File: config.mk
export PLATFORM = sky130hd
export DESIGN_NAME = pcrc_gen
export DESIGN_NICKNAME = d
export VERILOG_FILES = /design/src/inc/pcrc_pkg.sv /design/src/logic/pcrc_gen.sv
export VERILOG_INCLUDE_DIRS = /design/src /design/src/inc
export SDC_FILE = /design/constraint.sdc
export NUM_CORES = 2
export LEC_CHECK = 0
export ABC_AREA = 1
export BUFFER_PORTS_ARGS = -buffer_cell sky130_fd_sc_hd__buf_2
export CORE_AREA = 2 2 272 274
export CTS_CLUSTER_SIZE = 14
export DETAILED_ROUTE_END_ITERATION = 8
export DIE_AREA = 0 0 274 276
export PLACE_DENSITY = 0.69
export SYNTH_ARGS = -nofsm -noshare
export SYNTH_HDL_FRONTEND = slang
export SYNTH_SLANG_ARGS = --single-unit
File: constraint.sdc
create_clock -name pclk -period 9.7 [get_ports pclk]
set_input_delay 1.94 -clock pclk [delete_from_list [all_inputs] [get_ports pclk]]
set_output_delay 1.94 -clock pclk [all_outputs]
set_load 0.02 [all_outputs]
File: src/inc/pcrc_regs.svh
// Register offsets, field positions, reset values and counts of the CRC generator.
`ifndef PCRC_REGS_SVH
`define PCRC_REGS_SVH
// ----------------------------------------
// Register byte offsets.
// ----------------------------------------
`define PCRC_OFS_CON1 8'h00
`define PCRC_OFS_CON2 8'h04
`define PCRC_OFS_XORL 8'h08
`define PCRC_OFS_XORH 8'h0C
`define PCRC_OFS_DATL 8'h10
`define PCRC_OFS_DATH 8'h14
`define PCRC_OFS_WDATL 8'h18
`define PCRC_OFS_WDATH 8'h1C
// ----------------------------------------
// Field positions of the primary control register.
// ----------------------------------------
`define PCRC_BIT_EN 15
`define PCRC_BIT_SIDL 13
`define PCRC_BIT_ISEL 5
`define PCRC_BIT_GO 4
`define PCRC_BIT_LSB 3
// ----------------------------------------
// Reset values and counts.
// ----------------------------------------
`define PCRC_RST16 16'h0000
`define PCRC_DEPTH_WIDE 5'h04
`define PCRC_DEPTH_MID 5'h08
`define PCRC_DEPTH_NARROW 5'h10
`define PCRC_BITS_PER_CLK 2
`endif

File: src/inc/pcrc_pkg.sv
// Types shared by the CRC generator.
package pcrc_pkg;
	typedef struct packed {
		logic psel;
		logic penable;
		logic pwrite;
		logic [7:0] paddr;
		logic [31:0] pwdata;
	} pcrc_apb_req_t;
	typedef struct packed {
		logic [31:0] prdata;
		logic pready;
		logic pslverr;
	} pcrc_apb_rsp_t;
	typedef struct packed {
		logic en;
		logic sidl;
		logic isel;
		logic go;
		logic lsb;
		logic [4:0] dw;
		logic [4:0] pl;
		logic [15:0] xorl;
		logic [15:0] xorh;
		logic [15:0] datl;
		logic [15:0] dath;
		logic [31:0] wdat;
		logic [15:0][31:0] fifo;
		logic [3:0] wptr;
		logic [3:0] rptr;
		logic [4:0] valid_word_count;
		logic [31:0] sbuf;
		logic [5:0] rem;
		logic ran;
		logic irq;
		pcrc_apb_rsp_t rsp;
	} pcrc_state_t;
endpackage

File: src/logic/pcrc_gen.sv
// Programmable CRC generator with data FIFO behind an APB slave.
//
// Implementation choices: the APB interface to the registers and the placing of the registers.
`include "pcrc_regs.svh"
// Behaviour
// - Direction bit zero MSb first, one LSb
// - Checksum stays normal in both directions
// - Select zero: event when count goes 1->0
// - Select one: event when hardware clears go
// - Software clearing go raises no event
// - Select zero: result final (width+1)/2 cycles after event
// - Hardware clears go on completion
// - Disable resets engine, FIFO, result, high data
// - Stop-in-idle halts shift engine in Idle
// - Five-bit valid word count readable
// - Width field bits 12-8, width minus one
// - Length field bits 4-0, length minus one
// - Low terms x15..x1, bit 0 reads zero
// - High terms x31..x16
// - Two bits shifted per clock
// - FIFO depth 4, 8 or 16 by width
// - Count rises on write of high data above 16 bits wide, else of low data
// - Shift only with go and words waiting
module pcrc_gen
	import pcrc_pkg::*;
(
	// Clock and reset.
	input wire logic pclk,
	input wire logic presetn,
	// APB slave.
	input wire pcrc_apb_req_t apb_req,
	output pcrc_apb_rsp_t apb_rsp,
	// Device power state and event.
	input wire logic idle_mode,
	output logic crc_event
);
	pcrc_state_t st;
	pcrc_state_t next_st;
	logic acc;
	logic wr;
	logic halt;
	logic [4:0] depth;
	logic full;
	logic push;
	logic pop;
	logic fin;
	logic [31:0] word;
	logic [31:0] poly;
	logic [31:0] mask;
	logic [31:0] c;
	logic [5:0] r;
	logic [4:0] pos;
	logic fb;
	logic [31:0] rd;
	logic bad;

	assign apb_rsp = st.rsp;
	assign crc_event = st.irq;

	// ----------------------------------------
	// Next state.
	// ----------------------------------------
	always_comb
	begin
		next_st = st;
		next_st.irq = 1'b0;
		acc = apb_req.psel & apb_req.penable & st.rsp.pready;
		wr = acc & apb_req.pwrite;
		next_st.rsp.pready = apb_req.psel & apb_req.penable & ~st.rsp.pready;
		halt = st.sidl & idle_mode;
		if (st.dw > 5'd15)
			depth = `PCRC_DEPTH_WIDE;
		else if (st.dw >= 5'd8)
			depth = `PCRC_DEPTH_MID;
		else
			depth = `PCRC_DEPTH_NARROW;
		full = (st.valid_word_count == depth);
		poly = {st.xorh, st.xorl[15:1], 1'b1};
		mask = 32'hFFFFFFFF >> (5'd31 - st.pl);
		c = st.wdat;
		r = st.rem;
		pos = 5'h00;
		fb = 1'b0;
		pop = 1'b0;
		fin = 1'b0;
		// Serial engine.
		if (st.en && st.go && !halt)
		begin
			if (st.rem == 6'h00 && st.valid_word_count != 5'h00)
			begin
				pop = 1'b1;
				next_st.sbuf = st.fifo[st.rptr];
				next_st.rptr = 4'((st.rptr + 4'h1) & 4'(depth - 5'h01));
				next_st.valid_word_count = st.valid_word_count - 5'h01;
				next_st.rem = 6'({1'b0, st.dw} + 6'h01);
				next_st.ran = 1'b1;
			end
			else if (st.rem != 6'h00)
			begin
				for (int k = 0; k < `PCRC_BITS_PER_CLK; k++)
				begin
					if (r != 6'h00)
					begin
						pos = st.lsb ? 5'(st.dw - 5'(r - 6'h01)) : 5'(r - 6'h01);
						fb = c[st.pl] ^ st.sbuf[pos];
						c = (c << 1) & mask;
						if (fb)
							c = c ^ (poly & mask);
						r = r - 6'h01;
					end
				end
				next_st.wdat = c;
				next_st.rem = r;
			end
			else if (st.ran)
			begin
				fin = 1'b1;
				next_st.go = 1'b0;
				next_st.ran = 1'b0;
				if (st.isel)
					next_st.irq = 1'b1;
			end
		end
		// Register writes; a software set of go wins over the hardware clear.
		push = 1'b0;
		word = 32'h00000000;
		bad = 1'b0;
		if (wr)
		begin
			if (apb_req.paddr == `PCRC_OFS_CON1)
			begin
				next_st.en = apb_req.pwdata[`PCRC_BIT_EN];
				next_st.sidl = apb_req.pwdata[`PCRC_BIT_SIDL];
				next_st.isel = apb_req.pwdata[`PCRC_BIT_ISEL];
				next_st.go = apb_req.pwdata[`PCRC_BIT_GO];
				next_st.lsb = apb_req.pwdata[`PCRC_BIT_LSB];
			end
			else if (apb_req.paddr == `PCRC_OFS_CON2)
			begin
				next_st.dw = apb_req.pwdata[12:8];
				next_st.pl = apb_req.pwdata[4:0];
			end
			else if (apb_req.paddr == `PCRC_OFS_XORL)
				next_st.xorl = {apb_req.pwdata[15:1], 1'b0};
			else if (apb_req.paddr == `PCRC_OFS_XORH)
				next_st.xorh = apb_req.pwdata[15:0];
			else if (apb_req.paddr == `PCRC_OFS_DATL)
			begin
				next_st.datl = apb_req.pwdata[15:0];
				push = (st.dw < 5'd16) & ~full;
				word = {16'h0000, apb_req.pwdata[15:0]};
			end
			else if (apb_req.paddr == `PCRC_OFS_DATH)
			begin
				next_st.dath = apb_req.pwdata[15:0];
				push = (st.dw >= 5'd16) & ~full;
				word = {apb_req.pwdata[15:0], st.datl};
			end
			else if (apb_req.paddr == `PCRC_OFS_WDATL)
				next_st.wdat[15:0] = apb_req.pwdata[15:0];
			else if (apb_req.paddr == `PCRC_OFS_WDATH)
				next_st.wdat[31:16] = apb_req.pwdata[15:0];
		end
		if (push)
		begin
			next_st.fifo[st.wptr] = word;
			next_st.wptr = 4'((st.wptr + 4'h1) & 4'(depth - 5'h01));
			next_st.valid_word_count = next_st.valid_word_count + 5'h01;
		end
		// A refill in the cycle of the last pop keeps the count at one, so no event.
		if (pop && !push && st.valid_word_count == 5'h01 && !st.isel)
			next_st.irq = 1'b1;
		// Read data and error answer, latched when the access phase begins.
		if (apb_req.paddr == `PCRC_OFS_CON1)
			rd = {16'h0000, st.en, 1'b0, st.sidl, st.valid_word_count, full, (st.valid_word_count == 5'h00),
				st.isel, st.go, st.lsb, 3'b000};
		else if (apb_req.paddr == `PCRC_OFS_CON2)
			rd = {19'h00000, st.dw, 3'b000, st.pl};
		else if (apb_req.paddr == `PCRC_OFS_XORL)
			rd = {16'h0000, st.xorl[15:1], 1'b0};
		else if (apb_req.paddr == `PCRC_OFS_XORH)
			rd = {16'h0000, st.xorh};
		else if (apb_req.paddr == `PCRC_OFS_DATL)
			rd = {16'h0000, st.datl};
		else if (apb_req.paddr == `PCRC_OFS_DATH)
			rd = {16'h0000, st.dath};
		else if (apb_req.paddr == `PCRC_OFS_WDATL)
			rd = {16'h0000, st.wdat[15:0]};
		else if (apb_req.paddr == `PCRC_OFS_WDATH)
			rd = {16'h0000, st.wdat[31:16]};
		else
		begin
			rd = 32'h00000000;
			bad = 1'b1;
		end
		if (next_st.rsp.pready)
		begin
			next_st.rsp.prdata = apb_req.pwrite ? 32'h00000000 : rd;
			next_st.rsp.pslverr = bad;
		end
		else
		begin
			next_st.rsp.prdata = 32'h00000000;
			next_st.rsp.pslverr = 1'b0;
		end
		// Disabled module: engine, FIFO, result and high data are cleared.
		if (!st.en)
		begin
			next_st.wptr = 4'h0;
			next_st.rptr = 4'h0;
			next_st.valid_word_count = 5'h00;
			next_st.rem = 6'h00;
			next_st.ran = 1'b0;
			next_st.wdat = 32'h00000000;
			next_st.dath = `PCRC_RST16;
			next_st.irq = 1'b0;
		end
	end

	// ----------------------------------------
	// State register.
	// ----------------------------------------
	always_ff @(posedge pclk or negedge presetn)
	begin
		if (!presetn)
			st <= '0;
		else
			st <= next_st;
	end
endmodule

==> results.py <==
metrics = {
    "pwr": {
        "vdd_drop_max_v": 0.000128,
        "power.leakage_nw": 18.0,
        "powerDensity_nw_per_um2": 155,
    },
    "floorplanning": {
        "pin_count": 81,
        "core-area_sq_um": 72600,
        "rows": 99,
        "die_w_um": 274,
        "die_height_um": 276,
        "die-area_sq_um": 75600,
        "initial_core_util": 0.495,
    },
    "status": {
        "outcome": "complete, no violations",
    },
    "clock_tree": {
        "clkLatencyLatePin_ns": 0.63,
        "cts_max_level": 3,
        "postCtsResizedCells": 0,
        "clk_pin_slew_worst_paths_ns": 0.06,
        "clockRootBuffer": "clkbuf_16",
        "cts.sinks": 693,
        "cts_made_buffers": 77,
        "cts_tree": "yes",
        "hold_buffers": 0,
        "post_cts_buffers": 0,
        "ctsLongestPathBuffers": 3,
    },
    "yosys": {
        "yosysSeqAreaShare": 0.483,
        "synthCells": 4583,
        "synth_seq_cells": 693,
        "synth-edff-count": 0,
        "synthFlopType": "dfrtp_1",
        "avgSynthCellArea_sq_um": 7.84,
        "synthArstFlopShare": 1.00,
        "synth_common_cells": "nand2_1 (1,151), o21ai_0 (1,029), dfrtp_1 (693)",
        "yosysWarnings": 0,
        "syn_area_sq_um": 35900,
        "synthDistinctLibCells": 57,
        "yosysTopAreaCell": "dfrtp_1",
        "synth_top_area_frac": 0.483,
        "synthTopCellsByArea": "dfrtp_1 (48%), o21ai_0 (14%), nand2_1 (12%)",
        "yosysMostFrequentCell": "nand2_1",
    },
    "timing": {
        "final_max_slew_viol_count": 0,
        "period_share": 0.642,
        "finalHoldViolCount": 0,
        "skew_ns": 0.0213,
        "slew-limit-headroom": 0.205,
        "tightestPinTransition_ns": 1.18,
        "setup_viol": 0,
        "rsz0062_at_grt": "no",
        "setup-tns-final_ns": 0,
        "layout_min_cycle_time_ns": 6.23,
        "max_freq_mhz": 161,
    },
    "flow_run": {
        "drv_cap": 0,
    },
    "setup_path": {
        "cp-start-kind": "flip-flop",
        "critPathMaxStageDelay_ns": 0.73,
        "cp_max_fo": 32,
        "cp_common_cell": "nand2_1",
        "critPathSlowestCell": "nand4_4",
        "cp.arrival_ns": 6.77,
        "critPathCaptureType": "flip-flop",
        "path_class": "flip-flop to flip-flop",
        "cpLargestDelayFamily": "simple AND/OR/NAND/NOR gates",
        "path_buf_inv": 2,
        "crit_required_ns": 10.24,
    },
    "drt": {
        "wl_per_cell_um": 20.5,
        "drc_errors": 0,
        "drt-total-wl_um": 111000,
        "vias": 31800,
        "drt-initial-drc-count": 3467,
        "ant_nets": 0,
        "drtPass1Iterations": 6,
        "via_per_inst": 5.86,
    },
    "global_routing": {
        "grt_overflow": 0,
        "antenna_found_initial": 0,
        "grt_pass1_wl_um": 174000,
        "track_usage": 0.293,
        "first_global_vias": 29100,
        "grt_max_degree": 190,
    },
    "finish": {
        "diodes": 0,
        "syn_to_final_growth_pct": 8.57,
        "drive_gt1_frac": 0.0783,
        "post-route-util": 0.537,
        "finalNetCount": 4478,
        "final.fill_count": 6996,
    },
    "placement": {
        "portBuffers": 48,
        "dp_hpwl_um": 65900,
        "globalplace.congestion": 1.00,
    },
    "hold_path": {
        "worstHoldPathType": "flip-flop to flip-flop",
    },
}
[stage by stage]
stage	setup slack (ns)	std cells	cell area, sq um	total power [mW]	hold WS [ns]
after floorplan	5.45	4598	36000	2.99	0.448
after global placement	3.82	5287	36400	3.07	0.458
after detailed placement	3.75	5287	36400	3.07	0.464
after CTS	3.72	5429	39000	6.10	0.471
after global routing	3.27	5429	39000	6.23	0.494
final	3.47	5429	39000	6.06	0.468
[metal layers]
layer	vias to the layer above	track usage	wire [um]
met3	245	0.0518	9430
met4	0	0.108	4200
met5	-	0	0
li1	14900	-	-
met2	1324	0.432	48400
met1	15400	0.432	49200
[state kept, by name, indices dropped and copies added, names as in the netlist]
| signal | flops |
|---|---|
| apb_rsp | 18 |
| crc_event | 1 |
| poly | 31 |
| st | 643 |
[worst paths after layout]
check	end	cells past startpoint	slack [ns]	startpoint
min in group asynchronous	st[256]	1	1.34	presetn
worst max-delay path	st[601]	28	3.47	st[36]
worst max register to register	st[601]	28	3.47	st[36]
worst min register to register	apb_rsp[1]	1	0.47	apb_rsp[1]
max in group asynchronous	st[524]	3	6.26	presetn
worst min-delay path	apb_rsp[1]	1	0.47	apb_rsp[1]
[kinds of logic (layout without fill, tap and decap cells)]
group,count (synthesis),count (layout),synth area share
other,1,16,0.000104
adders and majority gates,25,25,0.00913
AOI/OAI and AO/OA,1430,1430,0.216
buffers and inverters,598,470,0.0706
xor gates and xnor gates,76,76,0.0185
muxes,8,8,0.00223
DFF,693,693,0.483
and+or+nand+nor,1752,1752,0.200
[cell usage in the layout, fill, tap and decap left out, types with 19 or more instances in the layout]
cell type,count
nand2_1,1151
o21ai_0,1029
dfrtp_1,689
nor2_1,401
inv_1,222
o22ai_1,168
a21oi_1,94
nand3_1,92
clkbuf_16,78
buf_2,47
xnor2_1,46
buf_4,38
nand3_2,33
xor2_1,30
a21oi_2,29
ha_1,23
o21ai_1,19
clkbuf_8,19
[layout make-up]
| cell class | count | area (sq um) | share of cell area |
|---|---|---|---|
| clock inverters | 31 | 378 | 0.00969 |
| repair buffers | 89 | 596 | 0.0153 |
| inverters | 239 | 910 | 0.0233 |
| well taps | 959 | 1200 | 0.0308 |
| multi-input cells | 3307 | 16300 | 0.418 |
| clock buffers | 111 | 2270 | 0.0581 |
| flip-flops and latches | 693 | 17400 | 0.445 |
[power by group]
| part | switching (mW) | internal, mW |
|---|---|---|
| clock | 1.22 | 1.82 |
| sequential | 0.00180 | 2.89 |
| combinational | 0.106 | 0.0184 |
| total | 1.33 | 4.73 |
[worst register-to-register path: cells and delay by family (launching register included)]
| family | cells | cell delay [ns] |
|---|---|---|
| buf+inv | 2 | 0.28 |
| flops | 1 | 0.57 |
| fa+ha+maj | 2 | 0.61 |
| xor+xnor | 1 | 0.16 |
| simple gates | 19 | 3.24 |
| compound gates | 4 | 1.28 |
Power figures use the tool's default switching activity.
